**src/dbt_params.svh**
```systemverilog
// register indices, field positions and fixed values of the debug trace block
`ifndef DBT_PARAMS_SVH
`define DBT_PARAMS_SVH
`define DBT_IDX_CAH   4'h0
`define DBT_IDX_CAL   4'h1
`define DBT_IDX_CBH   4'h2
`define DBT_IDX_CBL   4'h3
`define DBT_IDX_FH    4'h4
`define DBT_IDX_FL    4'h5
`define DBT_IDX_CTL   4'h6
`define DBT_IDX_FRC   4'h9
`define DBT_EN        7
`define DBT_ARM       6
`define DBT_TAG       5
`define DBT_BRK       4
`define DBT_RWA       3
`define DBT_COMP_A_DIRECTION_ENABLE     2
`define DBT_RWB       1
`define DBT_COMP_B_DIRECTION_ENABLE     0
`define DBT_FRC_BIT   0
`define DBT_ZERO8     8'h00
`define DBT_ZERO16    16'h0000
`define DBT_BDC_BKPT  1'b0
`define DBT_BDC_FRC   1'b1
`define DBT_DEPTH     8
`define DBT_WORD      16
`endif

```
**src/dbt_pkg.sv**
```systemverilog
// types shared by the debug trace block
package dbt_pkg;
   typedef enum logic [1:0] {RUN_IDLE, RUN_WAIT, RUN_END, RUN_BEGIN} dbt_run_t;
   typedef logic [15:0] dbt_word_t;
endpackage : dbt_pkg

```
**src/dbt_fifo_if.sv**
```systemverilog
// carrier between the trace logic and its capture fifo
`timescale 1ns/10ps
interface dbt_fifo_if #(
   parameter int W  = 16,
   parameter int CW = 4
);
   logic          inValid;
   logic          inReady;
   logic [W-1:0]  inData;
   logic          outValid;
   logic          outReady;
   logic [W-1:0]  outData;
   logic          flush;
   logic [CW-1:0] count;
   modport src   (output inValid, inData, outReady, flush,
                  input  inReady, outValid, outData, count);
   modport store (input  inValid, inData, outReady, flush,
                  output inReady, outValid, outData, count);
endinterface : dbt_fifo_if

```
**src/dbt_trace_regs.sv**
```systemverilog
// debug breakpoint, forced reset and trace registers
`timescale 1ns/10ps
`include "dbt_params.svh"
module dbt_trace_regs #(
   parameter int DEPTH = `DBT_DEPTH,
   parameter int CW    = $clog2(DEPTH) + 1
) (
   input  wire logic          sys_clk,
   input  wire logic          rstn,
   input  wire logic [3:0]    regSel,
   input  wire logic          regWr,
   input  wire logic          regRd,
   input  wire logic [7:0]    regWdata,
   output logic      [7:0]    regRdata,
   input  wire logic          bdcSel,
   input  wire logic          bdcWr,
   input  wire logic          bdcRd,
   input  wire logic [15:0]   bdcWdata,
   output logic      [15:0]   bdcRdata,
   input  wire logic          serialBkptEnable,
   input  wire logic          bkptKindSelect,
   input  wire logic          mcuSecure,
   input  wire logic          trgEventOnly,
   input  wire logic          trgBegin,
   input  wire logic          trgOpQualify,
   input  wire logic          cpuBusCycle,
   input  wire logic          cpuRw,
   input  wire logic          cpuOpFetch,
   input  wire logic [15:0]   cpuAddr,
   input  wire logic [7:0]    cpuData,
   output logic               cpuBreakForce,
   output logic               cpuBreakTag,
   output logic               mcuResetReq,
   output logic               runActive,
   output logic      [CW-1:0] fifoCount
);
   // address match with optional read/write qualification
   function automatic logic cmpHit(input logic [15:0] val,
                                   input logic [15:0] addr,
                                   input logic        cyc,
                                   input logic        rw,
                                   input logic        dirEn,
                                   input logic        dir);
      cmpHit = cyc & (addr == val) & (~dirEn | (rw == dir));
   endfunction : cmpHit

   logic [7:0]          compAHi;
   logic [7:0]          compALo;
   logic [7:0]          compBHi;
   logic [7:0]          compBLo;
   logic                modEnable;
   logic                tagSel;
   logic                brkEnable;
   logic                comp_a_direction;
   logic                comp_a_direction_enable;
   logic                comp_b_direction;
   logic                comp_b_direction_enable;
   dbt_pkg::dbt_run_t   run;
   dbt_pkg::dbt_run_t   next_run;
   dbt_pkg::dbt_word_t  bkptAddr;
   dbt_pkg::dbt_word_t  lastOpAddr;
   logic [CW-1:0]       leftWords;

   dbt_fifo_if #(.W(`DBT_WORD), .CW(CW)) fq ();

   dbt_fifo #(
      .W     (`DBT_WORD),
      .DEPTH (DEPTH)
   ) u_fifo (
      .sys_clk (sys_clk),
      .rstn    (rstn),
      .f       (fq)
   );

   // register decode over the seven debug bytes
   // application map
   wire wrCAH = regWr & (regSel == `DBT_IDX_CAH);
   wire wrCAL = regWr & (regSel == `DBT_IDX_CAL);
   wire wrCBH = regWr & (regSel == `DBT_IDX_CBH);
   wire wrCBL = regWr & (regSel == `DBT_IDX_CBL);
   wire wrCtl = regWr & (regSel == `DBT_IDX_CTL);
   wire rdLow = regRd & (regSel == `DBT_IDX_FL);
   wire armed = (run != dbt_pkg::RUN_IDLE);
   wire cmpWrOk = ~armed;

   // comparator matches on the cpu bus
   // 16-bit compare
   wire matchA = cmpHit({compAHi, compALo}, cpuAddr, cpuBusCycle, cpuRw, comp_a_direction_enable, comp_a_direction);
   wire matchB = cmpHit({compBHi, compBLo}, cpuAddr, cpuBusCycle, cpuRw, comp_b_direction_enable, comp_b_direction);
   // opcode qualified trigger for fifo sequencing
   wire trigHit = matchA & (~trgOpQualify | cpuOpFetch);

   // control write effects
   // secure blocks enable
   wire next_enable = wrCtl ? (regWdata[`DBT_EN] & (~mcuSecure | modEnable))
                            : modEnable;
   wire runStart = wrCtl & regWdata[`DBT_ARM] & next_enable & ~armed;
   wire runStop  = wrCtl & ~(regWdata[`DBT_ARM] & next_enable);

   // capture path into the fifo
   wire fifoFull  = (fq.count == CW'(DEPTH));
   wire lastSlot  = (fq.count == CW'(DEPTH - 1));
   wire endPush   = (run == dbt_pkg::RUN_END) & cpuOpFetch & ~trigHit;
   wire begPush   = (run == dbt_pkg::RUN_BEGIN) & (trgEventOnly ? matchB : cpuOpFetch);
   wire capPush   = endPush | begPush;
   wire [15:0] capData = trgEventOnly ? {`DBT_ZERO8, cpuData} : cpuAddr;
   wire fillDone  = begPush & lastSlot;
   wire endDone   = (run == dbt_pkg::RUN_END) & trigHit;
   // profiling store on idle low read
   wire profPush  = rdLow & ~armed;
   // pop once eight are primed or run data is left
   wire profPop   = profPush & fq.outValid & (fifoFull | (leftWords != '0));
   wire circPop   = endPush & fifoFull;

   assign fq.inValid  = capPush | profPush;
   assign fq.inData   = profPush ? lastOpAddr : capData;
   assign fq.outReady = profPop | circPop;
   assign fq.flush    = runStart;

   // break request sources
   // comparator a match in an end run or begin full
   wire dbgBreak = brkEnable & (((run == dbt_pkg::RUN_END) & matchA) | fillDone);
   wire bdcHit = serialBkptEnable & cpuBusCycle & (cpuAddr == bkptAddr);
   wire next_force = (dbgBreak & ~tagSel) | (bdcHit & bkptKindSelect);
   wire next_tag   = (dbgBreak & tagSel) | (bdcHit & ~bkptKindSelect);

   // read data selection
   wire [15:0] head = fq.outValid ? fq.outData : `DBT_ZERO16;
   wire [7:0] fifoHi = trgEventOnly ? `DBT_ZERO8 : head[15:8];
   wire [7:0] ctlRd  = {modEnable, armed, tagSel, brkEnable, comp_a_direction, comp_a_direction_enable, comp_b_direction, comp_b_direction_enable};
   wire [7:0] rdMux =
      (regSel == `DBT_IDX_CAH) ? compAHi :
      (regSel == `DBT_IDX_CAL) ? compALo :
      (regSel == `DBT_IDX_CBH) ? compBHi :
      (regSel == `DBT_IDX_CBL) ? compBLo :
      (regSel == `DBT_IDX_FH)  ? fifoHi  :
      (regSel == `DBT_IDX_FL)  ? head[7:0] :
      (regSel == `DBT_IDX_CTL) ? ctlRd   : `DBT_ZERO8;

   // run sequencing
   always_comb begin
      next_run = run;
      unique case (run)
         dbt_pkg::RUN_IDLE: begin
            if (runStart) begin
               if (trgEventOnly) next_run = dbt_pkg::RUN_BEGIN;
               else if (trgBegin) next_run = dbt_pkg::RUN_WAIT;
               else next_run = dbt_pkg::RUN_END;
            end
         end
         dbt_pkg::RUN_WAIT: begin
            if (trigHit) next_run = dbt_pkg::RUN_BEGIN;
         end
         dbt_pkg::RUN_END: begin
            if (endDone) next_run = dbt_pkg::RUN_IDLE;
         end
         dbt_pkg::RUN_BEGIN: begin
            if (fillDone) next_run = dbt_pkg::RUN_IDLE;
         end
      endcase
      if (runStop) next_run = dbt_pkg::RUN_IDLE;
   end

   // comparator value registers
   // reset and write lock
   always_ff @(posedge sys_clk or negedge rstn) begin
      if (!rstn) begin
         compAHi <= `DBT_ZERO8;
         compALo <= `DBT_ZERO8;
         compBHi <= `DBT_ZERO8;
         compBLo <= `DBT_ZERO8;
      end else begin
         if (wrCAH & cmpWrOk) compAHi <= regWdata;
         if (wrCAL & cmpWrOk) compALo <= regWdata;
         if (wrCBH & cmpWrOk) compBHi <= regWdata;
         if (wrCBL & cmpWrOk) compBLo <= regWdata;
      end
   end

   // control register and run state
   always_ff @(posedge sys_clk or negedge rstn) begin
      if (!rstn) begin
         modEnable <= 1'b0;
         tagSel    <= 1'b0;
         brkEnable <= 1'b0;
         comp_a_direction       <= 1'b0;
         comp_a_direction_enable     <= 1'b0;
         comp_b_direction       <= 1'b0;
         comp_b_direction_enable     <= 1'b0;
         run       <= dbt_pkg::RUN_IDLE;
      end else begin
         modEnable <= next_enable;
         run       <= next_run;
         if (wrCtl) begin
            tagSel    <= regWdata[`DBT_TAG];
            brkEnable <= regWdata[`DBT_BRK];
            comp_a_direction       <= regWdata[`DBT_RWA];
            comp_a_direction_enable     <= regWdata[`DBT_COMP_A_DIRECTION_ENABLE];
            comp_b_direction       <= regWdata[`DBT_RWB];
            comp_b_direction_enable     <= regWdata[`DBT_COMP_B_DIRECTION_ENABLE];
         end
      end
   end

   // occupancy after this cycle's push and pop, so the ending push is counted
   wire [CW-1:0] next_count = fq.count + CW'(fq.inValid & fq.inReady)
                              - CW'(fq.outValid & fq.outReady);

   // words left over from the last run, drained before priming
   always_ff @(posedge sys_clk or negedge rstn) begin
      if (!rstn) leftWords <= '0;
      else if (armed & (next_run == dbt_pkg::RUN_IDLE)) leftWords <= next_count;
      else if (profPop & (leftWords != '0)) leftWords <= leftWords - 1'b1;
   end

   // most recent opcode fetch address
   always_ff @(posedge sys_clk or negedge rstn) begin
      if (!rstn) lastOpAddr <= `DBT_ZERO16;
      else if (cpuOpFetch) lastOpAddr <= cpuAddr;
   end

   // serial debug port: breakpoint and forced reset
   // serial-only breakpoint register
   always_ff @(posedge sys_clk or negedge rstn) begin
      if (!rstn) begin
         bkptAddr    <= `DBT_ZERO16;
         bdcRdata    <= `DBT_ZERO16;
         mcuResetReq <= 1'b0;
      end else begin
         if (bdcWr & (bdcSel == `DBT_BDC_BKPT)) bkptAddr <= bdcWdata;
         if (bdcRd) bdcRdata <= (bdcSel == `DBT_BDC_BKPT) ? bkptAddr : `DBT_ZERO16;
         mcuResetReq <= bdcWr & (bdcSel == `DBT_BDC_FRC) & bdcWdata[`DBT_FRC_BIT];
      end
   end

   // registered outputs toward cpu and software
   always_ff @(posedge sys_clk or negedge rstn) begin
      if (!rstn) begin
         regRdata      <= `DBT_ZERO8;
         cpuBreakForce <= 1'b0;
         cpuBreakTag   <= 1'b0;
         runActive     <= 1'b0;
         fifoCount     <= '0;
      end else begin
         if (regRd) regRdata <= rdMux;
         cpuBreakForce <= next_force;
         cpuBreakTag   <= next_tag;
         runActive     <= (next_run != dbt_pkg::RUN_IDLE);
         fifoCount     <= fq.count;
      end
   end
endmodule : dbt_trace_regs

```
**src/dbt_fifo.sv**
```systemverilog
// trace capture fifo with valid/ready on both sides
`timescale 1ns/10ps
module dbt_fifo #(
   parameter int W     = 16,
   parameter int DEPTH = 8
) (
   input wire logic     sys_clk,
   input wire logic     rstn,
   dbt_fifo_if.store    f
);
   localparam int AW = $clog2(DEPTH);

   logic [W-1:0]  mem [DEPTH];
   logic [AW-1:0] rdPtr;
   logic [AW-1:0] wrPtr;
   logic [AW:0]   count;

   // pointer step with wrap for any depth
   function automatic logic [AW-1:0] stepPtr(input logic [AW-1:0] p);
      stepPtr = (p == AW'(DEPTH - 1)) ? '0 : p + 1'b1;
   endfunction : stepPtr

   // handshakes; a pop frees room for a push in the same cycle
   wire doPush = f.inValid & f.inReady;
   wire doPop  = f.outValid & f.outReady;
   assign f.inReady  = (count != (AW + 1)'(DEPTH)) | f.outReady;
   assign f.outValid = (count != '0);
   assign f.outData  = mem[rdPtr];
   assign f.count    = count;

   // storage, no reset needed
   always_ff @(posedge sys_clk) begin
      if (doPush) mem[wrPtr] <= f.inData;
   end

   // pointers and occupancy
   always_ff @(posedge sys_clk or negedge rstn) begin
      if (!rstn) begin
         rdPtr <= '0;
         wrPtr <= '0;
         count <= '0;
      end else if (f.flush) begin
         rdPtr <= '0;
         wrPtr <= '0;
         count <= '0;
      end else begin
         if (doPush) wrPtr <= stepPtr(wrPtr);
         if (doPop) rdPtr <= stepPtr(rdPtr);
         count <= count + (AW + 1)'(doPush) - (AW + 1)'(doPop);
      end
   end
endmodule : dbt_fifo

```
**config.mk**
```make
export PLATFORM = sky130hd
export DESIGN_NAME = dbt_trace_regs
export DESIGN_NICKNAME = d
export VERILOG_FILES = /design/src/dbt_pkg.sv /design/src/dbt_fifo_if.sv /design/src/dbt_trace_regs.sv /design/src/dbt_fifo.sv
export VERILOG_INCLUDE_DIRS = /design/src
export SDC_FILE = /design/constraint.sdc
export NUM_CORES = 1
export LEC_CHECK = 0
export BUFFER_PORTS_ARGS = -buffer_cell sky130_fd_sc_hd__buf_2
export CAP_MARGIN = 10
export CORE_MARGIN = 1.5
export CORE_UTILIZATION = 39
export DETAILED_ROUTE_END_ITERATION = 7
export MAX_ROUTING_LAYER = met4
export SLEW_MARGIN = 20
export SYNTH_ARGS = -nofsm -noshare
export SYNTH_HDL_FRONTEND = slang
export SYNTH_SLANG_ARGS = --single-unit
```
**constraint.sdc**
```tcl
create_clock -name sys_clk -period 4.9 [get_ports sys_clk]
set_clock_uncertainty 0.1 [all_clocks]
set_input_delay 0.245 -clock sys_clk [delete_from_list [all_inputs] [get_ports sys_clk]]
set_output_delay 0.245 -clock sys_clk [all_outputs]
set_load 0.005 [all_outputs]
```
# Word level (Yosys, flattened, before mapping)
# Memories as Yosys holds them, arrays and structs flattened.
# Index checks and enable logic that the tools add are counted.
[totals]
regBits = 119
mem_bits_rw = 128
wordCells = 164
n_memories = 1
[classes]
addsub = 7
eq_ne = 19
muxes = 33
bitwise_logic = 69
n_reduce_logical = 10
[memory_table]
columns = ["memory", "depth", "width", "read_ports", "rd_ports_with_merged_regs", "wr", "line", "text"]
rows = [
  ["u_fifo.mem", 8, 16, 1, 0, 1, "dbt_fifo.sv:13", "logic [W-1:0] mem [DEPTH];"],
]
[ops]
columns = ["operator", "count"]
rows = [
  ["$mux 16", 4],
  ["$mux 8", 8],
  ["$eq 16x16->1", 3],
  ["$and 1x1->1", 47],
  ["$mux 3", 6],
  ["$eq 4x3->1 const B", 4],
  ["$mux 2", 7],
  ["$mux 4", 3],
  ["$or 1x1->1", 12],
  ["$not 1->1", 10],
  ["$reduce_bool 2->1", 5],
  ["$add 4x1->4", 2],
  ["$eq 4x2->1 const B", 2],
  ["$pmux 2 s4", 1],
  ["$reduce_bool 4->1", 2],
  ["$sub 4x1->4", 2],
  ["$add 3x1->3 const B", 2],
  ["$eq 3x3->1 const B", 2],
  ["$eq 2x2->1 const B", 2],
  ["$eq 4x1->1 const B", 1],
  ["$eq 4x4->1 const B", 1],
  ["$logic_not 2->1", 2],
  ["$logic_not 4->1", 1],
  ["$mux 1", 4],
  ["4 further kinds", 5],
]

# Longest topological paths before layout
# Gate-level depths: netlist of run 1.
[logic_depth]
ltp_word = 13
mapped_depth = 13

# Hierarchy
# From an unflattened synthesis of run 1, not the netlist that was laid out.
[hier_totals]
hier_cells = 832
area_unflattened_um2 = 11542.3
[modules_own_cells]
columns = ["module", "n_inst", "cells_each", "area_per_inst_um2"]
rows = [
  ["dbt_trace_regs", 1, 570, 5954.5],
  ["dbt_fifo", 1, 262, 5587.9],
]

# Worst setup path after synthesis of run 1
# Ideal clock, no wire load.
[synth_timing]
kind = "reg-to-reg"
from = "reg compBHi[1]"
to = "mem u_fifo.mem[1][0], enable pin"
setup_ps = 436
arrival_ps = 3283
path_slack_ps = 1080
stages_incl_launch_ff = 8
path_buffers = 0
synth_period_minus_slack_ps = 3820
cell_sequence = "dfrtp_1 xor2_1 nor4_1 nand4_1 o211ai_1 and3_1 nor2_1 nor4b_1"
[synth_between]
elab_chain_len = 10
[synth_rtl]
columns = ["element", "line", "text"]
rows = [
  ["from (decl)", "dbt_trace_regs.sv:49", "logic [7:0] compBHi;"],
  ["from (signal assigned)", "dbt_trace_regs.sv:170", "compBHi <= `DBT_ZERO8;"],
  ["from (signal assigned)", "dbt_trace_regs.sv:175", "if (wrCBH & cmpWrOk) compBHi <= regWdata;"],
  ["$eq 16x16->1", "dbt_trace_regs.sv:44", "cmpHit = cyc & (addr == val) & (~dirEn | (rw == dir));"],
  ["$and 1x1->1 (2 in a row)", "dbt_trace_regs.sv:44", ""],
  ["$mux 1", "dbt_trace_regs.sv:104", "wire begPush = (run == dbt_pkg::RUN_BEGIN) & (trgEventOnly ? matchB : cpuOpFetch);"],
  ["$and 1x1->1", "dbt_trace_regs.sv:104", ""],
  ["$or 1x1->1", "dbt_trace_regs.sv:105", "wire capPush = endPush | begPush;"],
  ["$or 1x1->1", "dbt_trace_regs.sv:115", "assign fq.inValid = capPush | profPush;"],
  ["$and 1x1->1", "dbt_fifo.sv:24", "wire doPush = f.inValid & f.inReady;"],
  ["$mux 1", "dbt_fifo.sv:33", "if (doPush) mem[wrPtr] <= f.inData;"],
  ["$mux 1 (implied by the code)", "dbt_fifo.sv:33", ""],
  ["to (decl)", "dbt_fifo.sv:13", ""],
]
# Every way passes these cells.

# Final worst setup path of run 1
[layout_timing]
from = "in cpuAddr[9]"
to = "reg leftWords[3]"
[layout_between]
elab_chain_len = 13
elab_cells_between_ends = 31
classes_between = "add/sub (2); eq/ne (2); mux (7); bitwise (18); reduce/logical (2)"
[layout_rtl]
columns = ["element", "line", "text"]
rows = [
  ["from (decl)", "dbt_trace_regs.sv:29", "input wire logic [15:0] cpuAddr,"],
  ["$eq 16x16->1", "dbt_trace_regs.sv:44", ""],
  ["$and 1x1->1 (2 in a row)", "dbt_trace_regs.sv:44", ""],
  ["$and 1x1->1", "dbt_trace_regs.sv:91", "wire trigHit = matchA & (~trgOpQualify | cpuOpFetch);"],
  ["$not 1->1", "dbt_trace_regs.sv:103", "wire endPush = (run == dbt_pkg::RUN_END) & cpuOpFetch & ~trigHit;"],
  ["$and 1x1->1", "dbt_trace_regs.sv:103", ""],
  ["$and 1x1->1", "dbt_trace_regs.sv:113", "wire circPop = endPush & fifoFull;"],
  ["$or 1x1->1", "dbt_trace_regs.sv:117", "assign fq.outReady = profPop | circPop;"],
  ["$or 1x1->1", "dbt_fifo.sv:26", "assign f.inReady = (count != (AW + 1)'(DEPTH)) | f.outReady;"],
  ["$and 1x1->1", "dbt_trace_regs.sv:206", "wire [CW-1:0] next_count = fq.count + CW'(fq.inValid & fq.inReady)"],
  ["$add 4x1->4", "dbt_trace_regs.sv:206", ""],
  ["$sub 4x1->4", "dbt_trace_regs.sv:207", "- CW'(fq.outValid & fq.outReady);"],
  ["$mux 4", "dbt_trace_regs.sv:212", "else if (armed & (next_run == dbt_pkg::RUN_IDLE)) leftWords <= next_count;"],
  ["to (signal assigned)", "dbt_trace_regs.sv:212", ""],
  ["to (signal assigned)", "dbt_trace_regs.sv:213", "else if (profPop & (leftWords != '0)) leftWords <= leftWords - 1'b1;"],
  ["to (decl)", "dbt_trace_regs.sv:62", "logic [CW-1:0] leftWords;"],
]
# Parallel ways exist; a longest one is shown, timed or not.
# A chain may end at the register's enable or synchronous reset.

==> summary.md, run 1 <==
| Metric | Value |
|---|---|
| R2R Path Start | compAHi[1] |
| Largest delay contributor family on the critical path | simple AND/OR/NAND/NOR gates |
| DRC | 0 |
| Post-synth ARST share | roughly half |
| Crit path depth | 14 |
| Max Slew Vio Count | 0 |
| Hold Path Depth | 2 |
| Post-CTS Resized | 0 |
| Worst Path Max Fanout | 9 |
| Row cnt | 61 |
| Worst Reg2Reg Path Length in Cells | 12 |
| LEAKAGE | 0.00526 uW |
| Post-Synthesis Cells | 788 |
| Final total power | 6340 uW |
| Critical-path cell list | dlygate4sd3_1 > buf_2 > xnor2_1 > nand4_1 > nor3_1 > a21o_1 > nand2_1 > nor2_1 > inv_1 > ha_1 > a21o_1 > a21oi_1 > xnor2_1 > mux2i_1 |
| Sw Share | 29.8% |
| Hold path endpoint | lastOpAddr[6] |
| Layout cells sized above 1 | 29.0% |
| Setup crit start kind | input pin |
| Hold/Removal Path Class | in2reg |
| H-tree depth reported by CTS | 1 |
| Placed Cells | 1246 |
| Post-synth EDFFs | 128 |
| Status | finished clean |
| # hold bufs at CTS | 36 |
| Die area | between 20000 and 30000 sq um |
| Critical Path Max Stage Delay | ~0.8 ns |
| Critical path data required time | around 5.2 ns |
| Sequential power share | 46.0% |
| Final setup viols | 0 |
| Detailed Routing Iterations Pass 1 | 5 |
| F_max | roughly 270 MHz |
| Sw Pwr | 1890 uW |
| Combinational share of power | roughly 23% |
| Die height | 172 um |
| Yosys cell types | 55 |
| Fin. Hold Viols | 0 |
| Postcts setup bufs | 0 |
| Vias in the first global route | a little over 7k |
| Core area | around 28000 sq um |
| HPWL after detailed placement | between 15 and 20 mm |
| TritonCTS Buffers | 28 |
| Placed Area | 12100 sq um |
| Slew @ Worst Pin | 1.15 ns |
| Ys Warns | 0 |
| Setup TNS | 0 ns |
| Clock Path Buffers | 3 |
| Sequential share of the synthesized area | 61.4% |
| Area leader, netlist | edfxtp_1 |
| Avg WL per Cell | 21.9 um |
| Critical Path End Type | flop |
| Area growth, synth to finish | 20.4% |
| Reg2reg setup slack | 1.24 ns |
| Most frequent cells after synthesis | edfxtp_1 (128), dfrtp_1 (119), mux2_2 (70) |
| Final nets | 1016 |
| Worst EP arrival | 3.97 ns |
| Worst path bufs/invs | 3 |
| Design area | 13400 sq um |
| Clock transition at path regs | 0.06 ns |
| Crit share post-route | 75.2% |
| Top-area cell type share of the netlist area | between 30% and 40% |
| Die outline width | 172 um |
| Antenna violations before repair | 2 |
| Initial Util | 39.8% |
| Cell Area, Synth | 11100 sq um |
| Final Non-Filler Cells | 1336 |
| Internal power | 4450 uW |
| Pwr/cell area | 473 nW/um^2 |
| Via count | 7176 |
| Most numerous cell in the Yosys netlist | edfxtp_1 |
| Mapped Avg Cell Area | 14.1 sq um |
| Clock sink count | 247 |
| CTS tree | done |
| Max_slew headroom | 23.4% |
| Crit path time final | 3.69 ns |
| Hold Slack | 0.00128 ns |
| Final WL | 29.2 mm |
| Root buf cell | clkbuf_16 |
| Critical path class | in2reg |
| VDD IR max | 233 uV |
| Top_reg_cell synth | edfxtp_1 |
| Global-route wire length before repair | about 44 mm |
| Clock network fraction of total power | 31.4% |
| Reg2reg end | leftWords[3] |
| Hold Path Origin | cpuAddr[6] |
| Antenna-violating nets left | 0 |
| Syn Nets | 870 |
| Global route total overflow | 0 |
| Largest cells by area after synthesis | edfxtp_1 (35%), dfrtp_1 (27%), mux2_2 (7.1%), mux4_2 (6.5%), mux2i_1 (2.8%) |
| Clock Latency Late Sink | around 0.55 ns |
| Largest net degree at the start of global routing | slightly below 70 |
| Tot GR Track Use | 20.7% |
| Placer congestion estimate | 0.911 |
| Number of port buffers | 99 |
| Average vias per placed instance | 5.37 |
| Max-cap violations | 0 |
| DR iter-0 viols | 772 |
| # IOs | 100 |
| Flops & latches, synth | 247 |
| CP max stage cell | nor2_1 |
| RSZ-0062 raised after global routing | no |
-- power groups by stage --
stage          combinational [uW]  clock [uW]  sequential [uW]
2_1_floorplan                1060           0             2770
6_report                     1440        1990             2910
4_1_cts                      1450        2030             2920
3_3_place_gp                 1400           0             2950
3_5_place_dp                 1420           0             2960
5_1_grt                      1580        2130             2960
-- layout make-up --
type / instances / area, sq um
fill: 2470 / 14500
sequential: 247 / 6820
multi-input combinational: 472 / 4100
timing repair buffer: 151 / 978
clock buffer: 33 / 719
tap: 378 / 473
clock inverter: 19 / 161
inverter: 34 / 128
antenna: 2 / 5.00
-- per-layer routing --
layer	share of wire (%)	up-vias	routed length, um	global-route usage, %
li1	-	3235	-	-
met1	45	3657	13100	28.2
met2	48	236	14000	33.1
met3	5.4	48	1570	2.67
met4	1.7	0	499	5.18
met5	0	-	0	-
-- worst reg2reg max path, cell delays in order, from the launching register on --
cell     delay [ns]
dfrtp_1        0.40
xnor2_1        0.23
nand4_1        0.18
nor3_1         0.48
a21o_1         0.24
nand2_1        0.10
nor2_1         0.78
inv_1          0.11
ha_1           0.26
a21o_1         0.16
a21oi_1        0.17
xnor2_1        0.17
mux2i_1        0.11
-- flip-flops by register name (all words and copies together) (netlist names), 8 cells and up --
signal      cells
lastOpAddr     16
compAHi         8
compBHi         8
regRdata        8
compALo         8
bdcRdata       16
bkptAddr       16
u_fifo.mem    128
compBLo         8
-- cell usage in the layout (no fill, tap or decap), types with 4 or more instances in the layout --
cell type / count
nand3b_1: 16
mux2_2: 70
xnor2_1: 23
mux4_2: 32
buf_4: 17
mux2i_1: 31
a2bb2oi_1: 5
nand3_1: 23
buf_2: 98
nand2_1: 38
nand4_1: 7
clkinv_1: 9
inv_1: 33
nor4_1: 8
dlygate4sd3_1: 36
nor2_1: 30
xor2_1: 30
nor3_1: 6
clkinv_2: 4
ha_1: 13
o21ai_0: 32
a21oi_1: 28
o22ai_1: 20
clkbuf_1: 5
edfxtp_1: 128
nor2b_1: 10
nand2b_1: 4
clkbuf_16: 28
dfrtp_1: 117
-- worst max path at each step --
| stage | startpoint | endpoint | slack [ns] |
|---|---|---|---|
| final | cpuAddr[9] | leftWords[3] | 1.21 |
| after global routing | cpuAddr[9] | leftWords[3] | 0.96 |
| after global placement | cpuAddr[9] | leftWords[1] | 1.38 |
| after detailed placement | cpuAddr[9] | leftWords[3] | 1.29 |
| after CTS | cpuAddr[9] | leftWords[3] | 1.26 |
| after floorplan | compBHi[1] | u_fifo.mem[1][0] | 1.08 |
-- logic make-up after synthesis --
| kind of cell | count (synthesis) | share of synthesized area (%) |
|---|---|---|
| xor gates and xnor gates | 53 | 4.18 |
| adders and majority gates | 14 | 1.64 |
| buffers and inverters | 69 | 2.40 |
| AOI/OAI and AO/OA | 105 | 5.87 |
| and+or+nand+nor | 166 | 8.06 |
| muxes | 134 | 16.5 |
| DFF | 247 | 61.4 |
-- through the flow --
stage               util (%)  worst slack (ns)
detailed placement      43.5              1.29
global route            47.9             0.956
CTS                     47.9              1.26
global placement        43.5              1.38
finish                  47.9              1.21
floorplan                  -              1.08
Note: power is estimated with default switching activity, not from simulation.
==> inputs of run 2 (changes only) <==
==> constraint.sdc (replaced) <==
create_clock -name sys_clk -period 3 [get_ports sys_clk]
set_clock_uncertainty 0.1 [all_clocks]
set_input_delay 0.15 -clock sys_clk [delete_from_list [all_inputs] [get_ports sys_clk]]
set_output_delay 0.15 -clock sys_clk [all_outputs]
set_load 0.005 [all_outputs]
==> summary.md, run 2 (synthesized netlist as in run 1, its figures left out) <==
| Metric | Value |
|---|---|
| Placer congestion estimate | 0.883 (-3.0%) |
| Final WL | 29.7 mm (+1.8%) |
| Global-route wire length before repair | 45.6 mm (+3.9%) |
| Avg WL per Cell | 21.4 um (-2.2%) |
| Tot GR Track Use | 21.4% (+0.71 points) |
| Largest net degree at the start of global routing | 48 (-29%) |
| Pwr/cell area | 759 nW/um^2 (+60%) |
| F_max | approximately 350 MHz |
| Area growth, synth to finish | 25.6% |
| Max reg flops | 128 (unchanged) |
| Placed Cells | 1293 (+3.8%) |
| Hold Slack | 0.0131 ns (+0.0118 ns) |
| H-tree depth reported by CTS | 1 (unchanged) |
| TritonCTS Buffers | 27 (-3.6%) |
| Commonest non-fill, non-tap cell in the layout | edfxtp_1 |
| Die height | 172 um (unchanged) |
| Fin. Hold Viols | 0 (unchanged) |
| LEAKAGE | 0.00558 uW (+6.0%) |
| Global route total overflow | 0 (unchanged) |
| Via count | 7347 (+2.4%) |
| Clock Path Buffers | 3 (unchanged) |
| Core area | 27900 sq um (unchanged) |
| Antenna violations before repair | 1 (-1) |
| Hold/Removal Path Class | in2reg |
| Worst EP arrival | 3.17 ns (-0.80 ns) |
| CTS tree | done |
| R2R Path Start | compAHi[1] |
| Hold path endpoint | cpuBreakTag |
| VDD IR max | 445 uV (+91%) |
| Hold Path Depth | 4 (+2) |
| DR iter-0 viols | 582 (-25%) |
| Placed Area | 12600 sq um (+3.7%) |
| Initial Util | 39.8% (unchanged) |
| Status | finished clean |
| Hold Path Origin | serialBkptEnable |
| Critical Path Max Stage Delay | 0.40 ns (-0.38 ns) |
| Critical-path cell list | xnor2_1 > nand4_1 > nor3_2 > a21o_1 > o32ai_2 > ha_1 > inv_1 > ha_1 > inv_1 > fa_1 > xor2_1 > mux2i_1 |
| Reg2reg setup slack | 0.15 ns (-1.09 ns) |
| Max Slew Vio Count | 0 (unchanged) |
| Row cnt | 61 (unchanged) |
| Crit share post-route | about 95% |
| Critical Path End Type | flop |
| Area of the multi-input gates | 4170 sq um (+1.6%) |
| Slew @ Worst Pin | 0.908 ns (-0.240 ns) |
| Design area | 14000 sq um (+4.3%) |
| Die area | 29500 sq um (unchanged) |
| Setup TNS | 0 ns (unchanged) |
| Reg with most FFs | u_fifo.mem |
| Average vias per placed instance | 5.29 (-1.6%) |
| DRC | 0 (unchanged) |
| Clock transition at path regs | 0.06 ns (about the same) |
| Critical path class | reg2reg |
| Worst Path Max Fanout | 3 (-6) |
| Reg2reg end | leftWords[2] |
| Max-cap violations | 0 (unchanged) |
| HPWL after detailed placement | 21.3 mm (+9.3%) |
| Crit path time final | 2.85 ns |
| Root buf cell | clkbuf_16 |
| Largest delay contributor family on the critical path | adder cells |
| Vias in the first global route | 7448 (+3.7%) |
| # IOs | 100 (unchanged) |
| Layout fillers | 2418 (-2.1%) |
| Number of port buffers | 99 (unchanged) |
| Most frequent cells in the layout | edfxtp_1 (128), dfrtp_1 (118), buf_2 (98) |
| Final Core Density | 50.0% (+2.1 points) |
| Critical path data required time | 3.32 ns (-1.87 ns) |
| Layout cells sized above 1 | 32.5% (+3.6 points) |
| Max_slew headroom | 38.8% (+15 points) |
| Final nets | 1074 (+5.7%) |
| Register Area | 6830 sq um (about the same) |
| Worst Reg2Reg Path Length in Cells | 12 (unchanged) |
| Final setup viols | 0 (unchanged) |
| Antenna-violating nets left | 0 (unchanged) |
| Clock Latency Late Sink | 0.55 ns (about the same) |
| Setup crit start kind | flop |
| CP max stage cell | dfrtp_1 |
| Detailed Routing Iterations Pass 1 | 5 (unchanged) |
| Worst path bufs/invs | 2 (-1) |
| Die outline width | 172 um (unchanged) |
| Final Non-Filler Cells | 1390 (+4.0%) |
| Clock sink count | 247 (unchanged) |
[run 2: changes by cell type in the layout (fill, tap and decap cells not counted), moves of 3 or more]
| cell | previous run | this run |
|---|---|---|
| dlygate4sd3_1 | 36 | 47 |
| nor4b_4 | 0 | 3 |
| buf_4 | 17 | 60 |
| clkbuf_8 | 0 | 5 |
| buf_12 | 0 | 5 |
| nor4b_2 | 3 | 0 |
| clkinv_2 | 4 | 1 |
[run 2: layout make-up]
type,count,area share (%)
diodes,1,0.0179
clock buffers,37,5.46
clock inverters,11,0.672
inverters,34,0.914
multi-input cells,472,29.9
flip-flops and latches,247,48.9
well taps,378,3.39
repair buffers,210,10.8
[run 2: per-stage QoR]
step	setup WS [ns]	power (uW)
floorplan	-0.170	6280
global placement	0.0689	7370
detailed placement	0.0661	7400
CTS	0.0183	10700
global route	-0.00258	11200
finish	0.153	10600
[run 2: metal layers]
layer  part of all wire [%]  GRT usage (%)
met1                     45           28.6
met4                    3.7           7.79
met5                      0              -
met2                     47           33.5
met3                    4.4           3.11
[run 2: power breakdown]
part	total [uW]	internal (uW)	switching (uW)
sequential	4720	4180	538
clock	3190	1860	1330
combinational	2700	1410	1290
total	10600	7450	3160
[run 2: worst max-delay path by stage]
stage | startpoint | endpoint | depth (start not counted)
after floorplan | compBHi[1] | u_fifo.mem[5][0] | 7
after global placement | compAHi[1] | leftWords[2] | 12
after detailed placement | cpuAddr[8] | leftWords[2] | 14
after CTS | u_fifo.rdPtr[0] | regRdata[5] | 7
after global routing | compAHi[2] | leftWords[2] | 12
final | compAHi[1] | leftWords[2] | 12
[run 2: tightest hold or removal path, stage by stage]
cell and delay, ns:
buf_2 0.10, nand4_1 0.07, nor3_1 0.09, a32o_1 0.21
[run 2: repair_timing]
| action | in CTS | in global routing |
|---|---|---|
| gates resized for setup | 0 | 9 |
| buffers inserted | 0 | 1 |
| endpoints found under the setup margin | 0 | 84 |
| endpoints found under the hold margin | 143 | 0 |
| hold buffers | 47 | 0 |
==> inputs of run 3 (changes only) <==
--- a/config.mk
+++ b/config.mk
@@ -6,11 +6,11 @@
 export SDC_FILE = /design/constraint.sdc
 export NUM_CORES = 1
 export LEC_CHECK = 0
-export BUFFER_PORTS_ARGS = -buffer_cell sky130_fd_sc_hd__buf_2
 export CAP_MARGIN = 10
 export CORE_MARGIN = 1.5
 export CORE_UTILIZATION = 39
 export DETAILED_ROUTE_END_ITERATION = 7
+export DONT_BUFFER_PORTS = 1
 export MAX_ROUTING_LAYER = met4
 export SLEW_MARGIN = 20
 export SYNTH_ARGS = -nofsm -noshare
==> summary.md, run 3 (synthesized netlist as in run 1, its figures left out) <==
| Metric | Value |
|---|---|
| HPWL after detailed placement | 19.3 mm (-9.6%) |
| Crit share post-route | 98.8% (+3.9 points) |
| F_max | 337 MHz (-4.0%) |
| Average vias per placed instance | 5.42 (+2.6%) |
| Final total power | 10900 uW (+2.5%) |
| Clock Latency Late Sink | 0.55 ns (about the same) |
| Pwr/cell area | 786 nW/um^2 (+3.5%) |
| Reg with most FFs | u_fifo.mem |
| Capture point of the worst path | runActive |
| Setup crit start kind | flop |
| Clock transition at path regs | 0.06 ns (about the same) |
| Critical path data required time | 3.33 ns (about the same) |
| Row cnt | 61 (unchanged) |
| CTS tree | done |
| LEAKAGE | 0.00529 uW (-5.1%) |
| Slew @ Worst Pin | 0.997 ns (+0.0891 ns) |
| Placed Cells | 1172 (-9.4%) |
| Area growth, synth to finish | 24.4% |
| N_diodes | 0 (-1) |
| DR iter-0 viols | 568 (-2.4%) |
| Worst EP arrival | 3.29 ns (+0.12 ns) |
| Reg2reg setup slack | 0.04 ns (-0.12 ns) |
| TritonCTS Buffers | 27 (unchanged) |
| Core area | 27900 sq um (unchanged) |
| Critical Path End Type | flop |
| Die area | 29500 sq um (unchanged) |
| Global-route wire length before repair | 44.9 mm (-1.4%) |
| Vias in the first global route | 7266 (-2.4%) |
| Worst Path Max Fanout | 11 (+8) |
| Antenna-violating nets left | 0 (unchanged) |
| Clock sink count | 247 (unchanged) |
| Commonest non-fill, non-tap cell in the layout | edfxtp_1 |
| Critical path class | reg2reg |
| Final WL | 29.6 mm (-0.34%) |
| Max_slew headroom | 33.3% (-5.5 points) |
| Final Non-Filler Cells | 1305 (-6.1%) |
| Layout cells sized above 1 | 23.6% (-8.9 points) |
| Layout fillers | 2437 (+0.79%) |
| H-tree depth reported by CTS | 1 (unchanged) |
| R2R Path Start | modEnable |
| Crit path time final | 2.96 ns (+0.118 ns) |
| Worst setup path startpoint | modEnable |
| Tot GR Track Use | 21.3% (-0.12 points) |
| # IOs | 100 (unchanged) |
| DRC | 0 (unchanged) |
| Global route total overflow | 0 (unchanged) |
| Largest net degree at the start of global routing | 120 (+150%) |
| Initial Util | 39.8% (unchanged) |
| Hold/Removal Path Class | in2reg |
| VDD IR max | 537 uV (+21%) |
| Clock Path Buffers | 3 (unchanged) |
| Status | finished clean |
| Avg WL per Cell | 22.7 um (+6.1%) |
| Max Slew Vio Count | 0 (unchanged) |
| Antenna violations before repair | 0 (-1) |
| Die height | 172 um (unchanged) |
| Number of port buffers | 0 (-100%) |
| Detailed Routing Iterations Pass 1 | 5 (unchanged) |
| Die outline width | 172 um (unchanged) |
| Final setup viols | 0 (unchanged) |
| Fin. Hold Viols | 0 (unchanged) |
| Root buf cell | clkbuf_16 |
| Max-cap violations | 0 (unchanged) |
| Via count | 7076 (-3.7%) |
| Final nets | 989 (-7.9%) |
| Reg2reg end | runActive |
| Placer congestion estimate | 0.864 (-2.2%) |
| Max reg flops | 128 (unchanged) |
| Most frequent cells in the layout | edfxtp_1 (128), dfrtp_1 (118), dlygate4sd3_1 (82) |
| Worst Reg2Reg Path Length in Cells | 9 (-3) |
-- run 3: layer usage --
metal	GRT usage, %	part of all wire, %	up-vias
met5	-	0	-
met4	6.54	3.2	0
met3	3.64	5.9	51
met2	33.0	46	218
met1	28.7	45	3624
li1	-	-	3183
-- run 3: final cells by class --
class                           count  area (sq um)  share of cell area, %
Clock inverter                     10           150                   1.09
Sequential cell                   247          6820                   49.3
Tap cell                          378           473                   3.42
Multi-Input combinational cell    472          4170                   30.1
Timing Repair Buffer              125          1240                   8.96
Inverter                           34           128                  0.923
Clock buffer                       39           855                   6.18
-- run 3: worst max-delay path, cell delays in order, from the launching register on --
cell and delay, ns:
dfrtp_1 0.41, o211ai_1 0.32, nor4_2 0.07, buf_4 0.19, o21ai_0 0.08, dlygate4sd3_1 0.56
o31ai_1 0.07, dlygate4sd3_1 0.58, and2_1 0.17, or2_2 0.29
-- run 3: how the worst min path moves through the flow --
| stage | start | end | slack, ns | cells past startpoint |
|---|---|---|---|---|
| 4_1_cts | trgEventOnly | u_fifo.mem[5][4] | 0.004 | 3 |
| 3_5_place_dp | rstn | bdcRdata[14] | -0.24 | 0 |
| 5_1_grt | regWdata[6] | u_fifo.f.count[2] | 0.04 | 4 |
| 3_3_place_gp | rstn | bdcRdata[6] | -0.24 | 0 |
| 6_report | regWdata[6] | u_fifo.f.count[1] | 0.02 | 4 |
| 2_1_floorplan | rstn | bdcRdata[0] | -0.25 | 0 |
-- run 3: where the power goes --
| part | switching (uW) | leakage (uW) | total [uW] | internal (uW) |
|---|---|---|---|---|
| Clock | 1390 | 0.000496 | 3640 | 2250 |
| Sequential | 470 | 0.00266 | 4650 | 4180 |
| Combinational | 1260 | 0.00214 | 2590 | 1330 |
-- run 3: stage by stage --
stage                     worst slack (ns)  hold slack (ns)  cell area (sq um)  util (%)  setup TNS (ns)
final                               0.0352           0.0169              13800      49.5               0
after floorplan                     -0.170           -0.246              11200         -           -9.51
after global placement               0.109           -0.243              11900      42.8               0
after detailed placement            0.0574           -0.244              11900      42.8               0
after global routing              -0.00567           0.0393              13800      49.5        -0.00567
after CTS                           0.0164          0.00442              13800      49.4               0
-- run 3: repair_timing --
action / in CTS / in global routing
endpoints found under the setup margin: 0 / 9
hold endpoints to repair: 303 / 1
hold buffers: 82 / 1
setup buffers: 0 / 1
gates resized for setup: 0 / 8
